**config.mk**
```make
export PLATFORM = sky130hd
export DESIGN_NAME = cct_timer
export DESIGN_NICKNAME = d
export VERILOG_FILES = /design/src/cct_pkg.sv /design/src/cct_prescaler.sv /design/src/cct_timer.sv
export VERILOG_INCLUDE_DIRS = /design/src
export SDC_FILE = /design/constraint.sdc
export NUM_CORES = 1
export LEC_CHECK = 0
export BUFFER_PORTS_ARGS = -buffer_cell sky130_fd_sc_hd__buf_2
export CAP_MARGIN = 20
export CORE_MARGIN = 2
export CORE_UTILIZATION = 56
export CTS_BUF_LIST = sky130_fd_sc_hd__clkbuf_8
export DETAILED_ROUTE_END_ITERATION = 8
export PLACE_DENSITY = 0.78
export SYNTH_ARGS = -nofsm -noshare
export SYNTH_HDL_FRONTEND = slang
export SYNTH_SLANG_ARGS = --single-unit
```
**constraint.sdc**
```tcl
create_clock -name clk -period 3.5 [get_ports clk]
set_input_delay 0.175 -clock clk [delete_from_list [all_inputs] [get_ports clk]]
set_output_delay 0.175 -clock clk [all_outputs]
set_load 0.01 [all_outputs]
```
**src/cct_consts.svh**
```systemverilog
// cct_consts.svh: register indices, field positions, reset values and sizes of the timer
// assumes byte address = 4 x register index on an avalon-mm bus with 32-bit data
`ifndef CCT_CONSTS_SVH
`define CCT_CONSTS_SVH

// ******************************************************************
// register indices
// ******************************************************************
`define CCT_IDX_STATUS_CTRL 8'h20
`define CCT_IDX_CNT_HI      8'h21
`define CCT_IDX_CNT_LO      8'h22
`define CCT_IDX_MOD_HI      8'h23
`define CCT_IDX_MOD_LO      8'h24
`define CCT_IDX_CH0_CTRL    8'h25
`define CCT_IDX_CH0_VAL_HI  8'h26
`define CCT_IDX_CH0_VAL_LO  8'h27
`define CCT_IDX_CH1_CTRL    8'h28
`define CCT_IDX_CH1_VAL_HI  8'h29
`define CCT_IDX_CH1_VAL_LO  8'h2A

// ******************************************************************
// fields, reset values, sizes
// ******************************************************************
`define CCT_SC_FLAG_BIT     7
`define CCT_SC_IE_BIT       6
`define CCT_SC_HALT_BIT     5
`define CCT_SC_CLEAR_BIT    4
`define CCT_CH_FLAG_BIT     7
`define CCT_CH1_NOBIT_MASK  7'h5F
`define CCT_CH0_MASK        7'h7F
`define CCT_SC_HALT_RST     1'h1
`define CCT_MOD_RST         16'hFFFF
`define CCT_PS_RESERVED     3'h7
`define CCT_PS_SLOWEST      3'h6
`define CCT_PRE_W           6

`endif

```
**src/cct_pkg.sv**
```systemverilog
// cct_pkg: types shared by the timer modules
// assumes nothing beyond the constants header
package cct_pkg;

    // channel control byte, bit 7 down to bit 0
    typedef struct packed {
        logic flag;
        logic irq_en;
        logic mode_b;
        logic mode_a;
        logic edge_b;
        logic edge_a;
        logic ovf_toggle;
        logic max_duty;
    } cct_chctl_t;

    // compare action held in edge_b:edge_a
    typedef enum logic [1:0] {
        CCT_ACT_NONE   = 2'h0,
        CCT_ACT_TOGGLE = 2'h1,
        CCT_ACT_CLEAR  = 2'h2,
        CCT_ACT_SET    = 2'h3
    } cct_action_t;

endpackage : cct_pkg

```
**src/cct_prescaler.sv**
```systemverilog
// cct_prescaler: divides the bus clock into seven selectable tick rates
// assumes clear and select come from the register bank on the same clock
`timescale 1ns/1ns
`include "cct_consts.svh"
module cct_prescaler
    import cct_pkg::*;
#(
    parameter int PRE_W = `CCT_PRE_W
) (
    input  logic       clk,
    input  logic       reset,
    input  logic       clear,
    input  logic [2:0] select,
    output logic       tick
);

    logic [PRE_W-1:0] div_reg;

    // low bits that must all be ones for a tick; the spare code aliases the slowest rate
    function automatic logic [PRE_W-1:0] tap_mask(input logic [2:0] sel);
        logic [2:0] s;
        s = (sel == `CCT_PS_RESERVED) ? `CCT_PS_SLOWEST : sel;
        return PRE_W'((32'h1 << s) - 32'h1);
    endfunction : tap_mask

    assign tick = &(div_reg | ~tap_mask(select));

    always_ff @(posedge clk) begin
        if (reset || clear) begin
            div_reg <= '0;
        end else begin
            div_reg <= div_reg + PRE_W'(1);
        end
    end

endmodule : cct_prescaler

```
**src/cct_timer.sv**
```systemverilog
// cct_timer: two-channel 16-bit capture/compare timer with an avalon-mm register slave
// assumes one 25 MHz clock, pins synchronous to it, a master that honours waitrequest
`timescale 1ns/1ns
`include "cct_consts.svh"
module cct_timer
    import cct_pkg::*;
#(
    parameter int PRE_W = `CCT_PRE_W
) (
    input  logic        clk,
    input  logic        reset,
    input  logic [9:0]  avs_address,
    input  logic        avs_read,
    input  logic        avs_write,
    input  logic [31:0] avs_writedata,
    input  logic [3:0]  avs_byteenable,
    output logic [31:0] avs_readdata,
    output logic        avs_waitrequest,
    input  logic [1:0]  ch_pin_in,
    output logic [1:0]  ch_pin_out,
    output logic [1:0]  ch_pin_oe,
    output logic        irq_overflow,
    output logic [1:0]  irq_channel
);

    // ******************************************************************
    // avalon-mm slave: one wait state, then the access completes
    // ******************************************************************
    localparam logic [7:0] CTL_IDX [2] = '{`CCT_IDX_CH0_CTRL, `CCT_IDX_CH1_CTRL};
    localparam logic [7:0] VH_IDX  [2] = '{`CCT_IDX_CH0_VAL_HI, `CCT_IDX_CH1_VAL_HI};
    localparam logic [7:0] VL_IDX  [2] = '{`CCT_IDX_CH0_VAL_LO, `CCT_IDX_CH1_VAL_LO};
    localparam logic [6:0] CTL_MSK [2] = '{`CCT_CH0_MASK, `CCT_CH1_NOBIT_MASK};

    function automatic logic hit(input logic [7:0] idx, input logic [7:0] want);
        return idx == want;
    endfunction : hit

    logic        ack_reg;
    logic [31:0] rdata_reg;
    logic [7:0]  rd_mux;

    wire       bus_req = avs_read | avs_write;
    wire [7:0] reg_idx = avs_address[9:2];
    wire [7:0] wd      = avs_writedata[7:0];
    wire       rd_go   = avs_read & ~ack_reg;
    wire       wr_go   = avs_write & ack_reg & avs_byteenable[0];
    wire       wr_sc   = wr_go & hit(reg_idx, `CCT_IDX_STATUS_CTRL);
    wire       wr_modh = wr_go & hit(reg_idx, `CCT_IDX_MOD_HI);
    wire       wr_modl = wr_go & hit(reg_idx, `CCT_IDX_MOD_LO);

    assign avs_waitrequest = bus_req & ~ack_reg;
    assign avs_readdata    = rdata_reg;

    always_ff @(posedge clk) begin
        if (reset) begin
            ack_reg   <= 1'h0;
            rdata_reg <= 32'h00000000;
        end else begin
            ack_reg <= bus_req & ~ack_reg;
            if (rd_go) begin
                rdata_reg <= {24'h000000, rd_mux};
            end
        end
    end

    // ******************************************************************
    // status/control and modulo registers
    // ******************************************************************
    logic        ovf_flag_reg;
    logic        ovf_ie_reg;
    logic        halt_reg;
    logic [2:0]  psel_reg;
    logic        ovf_arm_reg;
    logic [15:0] modulo_reg;
    logic [15:0] count_reg;
    logic        step_reg;
    logic        tick;

    wire clr_go  = wr_sc & wd[`CCT_SC_CLEAR_BIT];
    wire adv     = tick & ~halt_reg & ~clr_go;
    wire at_mod  = count_reg == modulo_reg;
    wire ovf_evt = adv & at_mod;
    wire ovf_arm = rd_go & hit(reg_idx, `CCT_IDX_STATUS_CTRL) & ovf_flag_reg;
    wire ovf_clr = wr_sc & ovf_arm_reg & ~wd[`CCT_SC_FLAG_BIT];

    always_ff @(posedge clk) begin
        if (reset) begin
            ovf_flag_reg <= 1'h0;
            ovf_ie_reg   <= 1'h0;
            halt_reg     <= `CCT_SC_HALT_RST;
            psel_reg     <= 3'h0;
            ovf_arm_reg  <= 1'h0;
            modulo_reg   <= `CCT_MOD_RST;
        end else begin
            // a new overflow wins over a clear in the same cycle
            ovf_flag_reg <= ovf_evt | (ovf_flag_reg & ~ovf_clr);
            ovf_arm_reg  <= ovf_arm | (ovf_arm_reg & ~wr_sc);
            if (wr_sc) begin
                ovf_ie_reg <= wd[`CCT_SC_IE_BIT];
                halt_reg   <= wd[`CCT_SC_HALT_BIT];
                psel_reg   <= wd[2:0];
            end
            if (wr_modh) begin
                modulo_reg[15:8] <= wd;
            end
            if (wr_modl) begin
                modulo_reg[7:0] <= wd;
            end
        end
    end

    // ******************************************************************
    // prescaler and counter
    // ******************************************************************
    cct_prescaler #(
        .PRE_W (PRE_W)
    ) u_prescaler (
        .clk    (clk),
        .reset  (reset),
        .clear  (clr_go),
        .select (psel_reg),
        .tick   (tick)
    );

    always_ff @(posedge clk) begin
        if (reset) begin
            count_reg <= 16'h0000;
            step_reg  <= 1'h0;
        end else begin
            step_reg <= adv | clr_go;
            if (clr_go) begin
                count_reg <= 16'h0000;
            end else if (adv) begin
                count_reg <= at_mod ? 16'h0000 : count_reg + 16'h0001;
            end
        end
    end

    // ******************************************************************
    // channels
    // ******************************************************************
    cct_chctl_t  ctl_reg [2];
    logic [15:0] val_reg [2];
    logic [15:0] cmp_val [2];
    logic [1:0]  pin_reg;
    logic [1:0]  prev_reg;
    logic [1:0]  arm_reg;
    logic        act_sel_reg;
    logic        pend_sel_reg;
    logic [1:0]  cap_mode;
    logic [1:0]  cmp_mode;
    logic [1:0]  cap_hit;
    logic [1:0]  cmp_hit;
    logic [1:0]  ch_evt;
    logic [1:0]  wr_ctl;
    logic [1:0]  wr_vh;
    logic [1:0]  wr_vl;
    logic [1:0]  arm_set;
    logic [1:0]  flag_clr;
    logic [1:0]  drive_en;

    wire linked = ctl_reg[0].mode_b;

    // in linked mode channel 0 compares against whichever set is active
    assign cmp_val[0] = (linked & act_sel_reg) ? val_reg[1] : val_reg[0];
    assign cmp_val[1] = val_reg[1];
    assign cap_mode[0] = ~ctl_reg[0].mode_b & ~ctl_reg[0].mode_a;
    assign cmp_mode[0] = ctl_reg[0].mode_b | ctl_reg[0].mode_a;
    assign cap_mode[1] = ~linked & ~ctl_reg[1].mode_a;
    assign cmp_mode[1] = ~linked & ctl_reg[1].mode_a;

    // next pin level from overflow toggle and compare action
    function automatic logic pin_next(input logic cur, input cct_chctl_t c,
                                      input logic ovf, input logic cmp);
        logic nxt;
        nxt = cur;
        if (ovf && c.ovf_toggle) begin
            nxt = ~cur;
        end else if (cmp && !(c.max_duty && c.ovf_toggle)) begin
            unique case (cct_action_t'({c.edge_b, c.edge_a}))
                CCT_ACT_NONE:   nxt = cur;
                CCT_ACT_TOGGLE: nxt = ~cur;
                CCT_ACT_CLEAR:  nxt = 1'h0;
                CCT_ACT_SET:    nxt = 1'h1;
            endcase
        end
        return nxt;
    endfunction : pin_next

    for (genvar c = 0; c < 2; c++) begin : g_ch
        wire rise = ch_pin_in[c] & ~prev_reg[c];
        wire fall = ~ch_pin_in[c] & prev_reg[c];
        // edge_a picks rising, edge_b falling, both picks either edge
        assign cap_hit[c]  = cap_mode[c]
                           & ((ctl_reg[c].edge_a & rise) | (ctl_reg[c].edge_b & fall));
        // outside linked mode the live value register is compared, so a write acts at once
        assign cmp_hit[c]  = cmp_mode[c] & step_reg & (count_reg == cmp_val[c]);
        assign ch_evt[c]   = cap_hit[c] | cmp_hit[c];
        assign drive_en[c] = cmp_mode[c] & (ctl_reg[c].edge_a | ctl_reg[c].edge_b);
        assign wr_ctl[c]   = wr_go & hit(reg_idx, CTL_IDX[c]);
        assign wr_vh[c]    = wr_go & hit(reg_idx, VH_IDX[c]);
        assign wr_vl[c]    = wr_go & hit(reg_idx, VL_IDX[c]);
        assign arm_set[c]  = rd_go & hit(reg_idx, CTL_IDX[c]) & ctl_reg[c].flag;
        assign flag_clr[c] = wr_ctl[c] & arm_reg[c] & ~wd[`CCT_CH_FLAG_BIT];
        assign irq_channel[c] = ctl_reg[c].flag & ctl_reg[c].irq_en
                              & ~(linked & (c == 1));
    end

    always_ff @(posedge clk) begin
        if (reset) begin
            for (int c = 0; c < 2; c++) begin
                ctl_reg[c] <= '0;
                val_reg[c] <= 16'h0000;
            end
            pin_reg  <= 2'h0;
            prev_reg <= 2'h0;
            arm_reg  <= 2'h0;
        end else begin
            prev_reg <= ch_pin_in;
            for (int c = 0; c < 2; c++) begin
                ctl_reg[c].flag <= ch_evt[c] | (ctl_reg[c].flag & ~flag_clr[c]);
                arm_reg[c] <= arm_set[c] | (arm_reg[c] & ~wr_ctl[c]);
                if (wr_ctl[c]) begin
                    ctl_reg[c][6:0] <= wd[6:0] & CTL_MSK[c];
                end
                // a capture takes priority over a software write in the same cycle
                if (cap_hit[c]) begin
                    val_reg[c] <= count_reg;
                end else begin
                    if (wr_vh[c]) begin
                        val_reg[c][15:8] <= wd;
                    end
                    if (wr_vl[c]) begin
                        val_reg[c][7:0] <= wd;
                    end
                end
                pin_reg[c] <= pin_next(pin_reg[c], ctl_reg[c],
                                       ovf_evt & cmp_mode[c], cmp_hit[c]);
            end
        end
    end

    // ******************************************************************
    // buffered compare: which value set is active
    // ******************************************************************
    always_ff @(posedge clk) begin
        if (reset || !linked) begin
            act_sel_reg  <= 1'h0;
            pend_sel_reg <= 1'h0;
        end else begin
            // the set written last takes over at the next overflow
            if (wr_vh[1] || wr_vl[1]) begin
                pend_sel_reg <= 1'h1;
            end else if (wr_vh[0] || wr_vl[0]) begin
                pend_sel_reg <= 1'h0;
            end
            if (ovf_evt) begin
                act_sel_reg <= pend_sel_reg;
            end
        end
    end

    // ******************************************************************
    // outputs and read mux
    // ******************************************************************
    assign ch_pin_out   = pin_reg;
    assign ch_pin_oe    = drive_en;
    assign irq_overflow = ovf_flag_reg & ovf_ie_reg;

    wire [7:0] sc_rd = {ovf_flag_reg, ovf_ie_reg, halt_reg, 2'h0, psel_reg};

    // reads select stored state only; nothing in the counter path sees them
    assign rd_mux = hit(reg_idx, `CCT_IDX_STATUS_CTRL) ? sc_rd :
                    hit(reg_idx, `CCT_IDX_CNT_HI)      ? count_reg[15:8] :
                    hit(reg_idx, `CCT_IDX_CNT_LO)      ? count_reg[7:0] :
                    hit(reg_idx, `CCT_IDX_MOD_HI)      ? modulo_reg[15:8] :
                    hit(reg_idx, `CCT_IDX_MOD_LO)      ? modulo_reg[7:0] :
                    hit(reg_idx, `CCT_IDX_CH0_CTRL)    ? ctl_reg[0] :
                    hit(reg_idx, `CCT_IDX_CH0_VAL_HI)  ? val_reg[0][15:8] :
                    hit(reg_idx, `CCT_IDX_CH0_VAL_LO)  ? val_reg[0][7:0] :
                    hit(reg_idx, `CCT_IDX_CH1_CTRL)    ? ctl_reg[1] :
                    hit(reg_idx, `CCT_IDX_CH1_VAL_HI)  ? val_reg[1][15:8] :
                    hit(reg_idx, `CCT_IDX_CH1_VAL_LO)  ? val_reg[1][7:0] :
                    8'h00;
endmodule : cct_timer

```
### After elaboration in Yosys (flattened, before gate mapping)

Memories as Yosys holds them, arrays and structs flattened.
Cells that the tools add are included.

* $add $sub $neg: 3
* reduce and logical (&&, ||, !) cells: 22
* $lt $le $gt $ge: 0
* multipliers: 0
* bitwise operators: 107
* shift operators: 1
* eq/ne operators: 23
* multiplexer cells: 63
* divide/modulo/power cells: 0

Operators with widths (count)
* 8-bit two-way mux: 15
* 8-bit by 6-bit == test with 1-bit output (second input constant): 11
* 16-bit two-way mux: 4
* 1-bit AND: 61
* 16-bit == test: 3
* 1-bit two-way mux: 39
* 1-bit bitwise OR: 25
* 1-bit NOT: 19
* 16-bit by 1-bit adder with 16-bit output (second input constant): 1
* 7-bit two-way mux: 2
* 2-bit == test (second input constant): 4
* 6-bit by 1-bit adder with 6-bit output (second input constant): 1
* 1-bit logical AND: 6
* 6-bit NOT: 1
* 6-bit bitwise OR: 1
* 1-bit case mux with 3 select lines: 2
* 6-bit AND reduction: 1
* 2-bit nonzero test: 3
* 1-bit by 3-bit left shift with 6-bit output (first input constant): 1
* 6-bit by 1-bit subtractor with 6-bit output (second input constant): 1
* 2-bit by 1-bit == test with 1-bit output (second input constant): 2
* 2-bit zero test: 2
* 1-bit logical OR: 4
* 2-bit inequality test (second input constant): 2
* 5 further kinds: 8

* ROM bits: 0
* bits in latches: 0
* bits in writable memories: 48
* memories: 2
* output and inout bits: 40
* register bits after elaboration: 63

Memory list
* val_reg: words 2, bits a word 16, read ports 2, clocked after memory_dff 0, write ports 2, line cct_timer.sv:143 `logic [15:0] val_reg [2];`
* ctl_reg: words 2, bits a word 8, read ports 2, clocked after memory_dff 0, write ports 2, line cct_timer.sv:142 `cct_chctl_t ctl_reg [2];`

### Depth between registers and ports, before layout

* depth in word-level cells: 14
* depth in mapped cells: 10

### Hierarchy

A second synthesis with hierarchy kept.

* cells, all modules: 783
* area, all modules: 6932.9 um^2

Modules (own cells, without submodules)
* cct_timer: area each 6661.4 um^2, cells an instance 754, times used 1
* cct_prescaler: area each 271.5 um^2, cells an instance 29, times used 1

### Worst setup path before layout

OpenSTA, ideal clock, no wires.

* path type: in2reg
* start point: in avs_address[6]
* end point: mem val_reg[0][0] (enable)
* library setup time: 0.384 ns
* setup slack: 1.164 ns
* path buffers: 2
* cell stages on the path: 6
* arrival time: 1.952 ns
* path through: or4b_1 clkbuf_1 nor2_2 buf_2 nand2_1 o21ai_0

RTL lines
* start, declared: line cct_timer.sv:12 `input logic [9:0] avs_address,`
* end, declared: line cct_timer.sv:143

==> run summary <==
The number of fillers in the final layout came out at 1076. The proportion of power drawn by flip-flops and latches came out at 59.5%. The sort of element at the end of the critical path is a flop. The startpoint identified for the worst hold timing path is ch_pin_in[1]. The initial antenna violation count came out at 1. The met2 demand-to-capacity share in global routing came out at 53.57%. The clock transition time at the flip-flop clock pins of the worst setup and hold paths is 0.10 ns. The pre-CTS setup slack is 0.7523 ns. The leakage power of the design is 0.002561 uW.

The worst slew margin relative to its limit is 42.27%. The flip-flop and latch count after synthesis is 110. In the global route stage, overall resource usage came out at 34.33%. The net count of the finished layout is 847. The peak ir drop on the vdd network came out at 0.3096 mV. The cell type contributing the most total cell area after synthesis is edfxtp_1. The setup TNS is 0 ns. The path class of the tightest hold or removal check is primary input to flop.

The H-tree was split into 3 levels. The final layout contains routed wiring with a total length of 21680 um. Setup repair after global routing left no endpoint under its margin. The critical path arrival came out at 3.06 ns.

The global-route wire length before repair came out at 32810 um. In the synthesized netlist the dominant register cell turns out to be dfxtp_1. The number of standard cells in the final layout excluding fillers came out at 945.

For met3 alone, demand over resource in global routing was 8.980%. In this run the tool buffered the top-level ports with 38 buffer cells. The post-route fraction of the period consumed by the critical path came out at 79.82%.

The distinct cell type count of the synthesized netlist is 69. The number of buffers inserted by hold repair at cts is 0. The starting utilization of the core area came out at 56.75%.

The achievable frequency is 357.9 MHz. The internal power consumption came out at 1718 uW. The floorplan has 40 rows. The first detailed-routing pass ran for 5 iterations.

The part of the total power dissipated in the clock network is 29.8%. The number of antenna-violating nets in the routed design is 0. The number of global-route vias before repair came out at 5808. The element type at the critical path start is a flop. Of the total power, combinational logic draws 10.7%. The share of synthesized area occupied by flip-flops and latches came out at 39.70%. The number of flops mapped to enable cells by yosys is 47.

The source of the worst register-to-register timing path is ctl_reg[0][5]$_SDFFCE_PN0P_. Global routing consumed, on the met1 layer, 43.49% of the routing resources. The transition at the pin with the smallest max-transition slack is 0.8628 ns.

The power density over the cells came out at 333.2 mW/mm^2. For the worst setup path, the data required time is 3.76 ns. The post-detailed-route wirelength per cell came out at 22.94 um. Cells with a size suffix above 1 make up 12.41% of the layout. The post-detailed-placement half-perimeter wirelength came out at 15960 um. In this run, the number of DRC markers left after iteration 0 of detailed routing was 658. The number of gates given a new drive strength after cts came out at 0. Across the routed clock network, the largest skew measured is 0.009854 ns. The max-slew violation total from the final report came out at 0. The final-layout worst hold slack is 0.02293 ns.

Synthesis produced 773 cells. The most used routing layer is met2. The number of endpoints with negative hold slack in the final report is 0. The overall die width is 113.6 um. The critical path is of the flop to flop type. The count of buffers added by post-CTS timing repair for setup came out at 0.

The layout overhead on the synthesized area is 6.190%. The buffer depth of the longest clock path came out at 2. The number of warnings issued by yosys came out at 0. The mean post-synth cell area came out at 8.708 um^2.

The floorplan die area is 0.01291 mm^2. The fraction of power spent switching nets came out at 27.87%. The final RePlAce weighted congestion is 1.022. After synthesis, the largest area contributor takes up 20.97% of total cell area. The number of sinks handled by clock tree synthesis is 110. The tree is rooted in a clkbuf_8. The overall die height came out at 113.6 um.

The flip-flop count of the largest register, all copies and words added came out at 32. The TritonCTS clock tree is built. Using the TritonRoute via totals, the vias-per-cell ratio works out to 6.377.

The largest net degree at the start of global routing is 60. The launch point of the critical path is ctl_reg[0][5]$_SDFFCE_PN0P_. The total via count in the routed design is 6026. The placeable core region came out at 0.01186 mm^2.

The post-route minimum period is 2.794 ns. Pin placement for this block handled 92 I/O pins. Across the run, the number of max-cap violations was 0. After detailed routing, the number of remaining DRC violations is 0. After synthesis, the cell types taking the most area are edfxtp_1 21%, dfxtp_1 19%, xnor2_1 5.5%. The number of placed instances, taps included, is 929. Counting the buffers created by CTS gives 9. The largest fanout of any net on the critical path came out at 16. At the later pin of the worst-skew pair, clock insertion delay measures 0.40 ns. The run finished with clean final reports.

The total net switching power came out at 663.8 uW. The number of antenna diodes in the final layout is 0. Leaving out fill and tap cells, the most frequent cells in the layout are 83 x nand2_1, 63 x dfxtp_1, 59 x nor2_1. The final setup slack of the worst path came out at 0.7061 ns.

The aggregate global routing overflow came out at 0. The fraction of registers with async set/reset is 0%. Leaving out fill and tap cells, the most frequent cell in the layout is nand2_1. The final-report setup violation count is 0.

The post-synth design cell area is 0.006731 mm^2.
[area by class of cell]
type / count / area (um^2) / area share (%)
clock buffers: 9 / 123.9 / 1.733
clock inverters: 7 / 46.29 / 0.6476
inverters: 22 / 82.58 / 1.155
multi-input cells: 586 / 3654 / 51.11
flip-flops and latches: 110 / 2673 / 37.39
well taps: 147 / 183.9 / 2.573
repair buffers: 64 / 385.4 / 5.391
[kinds of logic (layout without fill, tap and decap cells)]
kind of cell	Yosys count	after routing	synth area share [%]
AND/OR/NAND/NOR	296	296	22.53
AO/OA/AOI/OAI	178	178	18.35
flip-flops	110	110	39.70
buffers and inverters	101	102	7.361
XOR/XNOR	55	55	7.156
multiplexers	29	29	4.424
adder cells (fa/ha/maj)	2	2	0.3717
other	2	26	0.1116
[power by group through the flow]
| stage | clock [uW] | sequential [uW] | combinational (uW) |
|---|---|---|---|
| finish | 709 | 1420 | 256 |
| global route | 762 | 1420 | 275 |
| CTS | 721 | 1410 | 249 |
| detailed placement | 0 | 1440 | 249 |
| global placement | 0 | 1440 | 244 |
| floorplan | 0 | 1430 | 180 |
[synthesized netlist by cell type (all sizes together) (3+ instances only)]
| library cell | number |
|---|---|
| a2111oi | 3 |
| a211o | 17 |
| a211oi | 6 |
| a21boi | 3 |
| a21oi | 43 |
| a221oi | 11 |
| a22o | 12 |
| a22oi | 3 |
| a31oi | 4 |
| and2 | 12 |
| and3 | 20 |
| buf | 41 |
| clkbuf | 38 |
| dfxtp | 63 |
| edfxtp | 47 |
| inv | 22 |
| mux2 | 6 |
| mux2i | 23 |
| nand2 | 83 |
| nand2b | 18 |
| nand3 | 23 |
| nand4 | 15 |
| nor2 | 60 |
| nor2b | 23 |
| nor3 | 18 |
| nor4 | 3 |
| nor4b | 3 |
| o21a | 3 |
| o21ai | 35 |
| o221ai | 8 |
| o22ai | 8 |
| o31ai | 8 |
| or2 | 3 |
| or3 | 10 |
| xnor2 | 42 |
| xor2 | 13 |
[worst max-delay path, stage by stage (launching register included)]
cell and delay (ns):
edfxtp_1 0.48, and2_1 0.45, nor3_1 0.27, o22ai_1 0.11
a2111oi_0 0.47, nand4_1 0.33, o41ai_1 0.43, a211oi_1 0.12
[stage by stage]
step,power (uW),utilization [%],instance area (um^2)
finish,2382,60.26,7148
global route,2456,60.26,7148
CTS,2385,60.26,7148
detailed placement,1692,58.83,6978
global placement,1687,58.77,6970
floorplan,1606,-,6822
[metal layers]
layer	share of wire, %	vias up
met4	4.0	0
met3	10	58
met2	46	340
met5	0	-
li1	-	2753
met1	40	2875
[path summary, 6_finish.rpt]
check,to,slack [ns],cells after the start
setup / recovery,ch_pin_out[0]$_SDFFE_PP0P_,0.71,7
hold / removal,prev_reg[1]$_SDFF_PP0_,0.02,2
setup reg to reg,ch_pin_out[0]$_SDFFE_PP0P_,0.71,7
hold reg to reg,arm_reg[1]$_SDFF_PP0_,0.46,2
No activity file was read; power rests on OpenSTA's default activity.
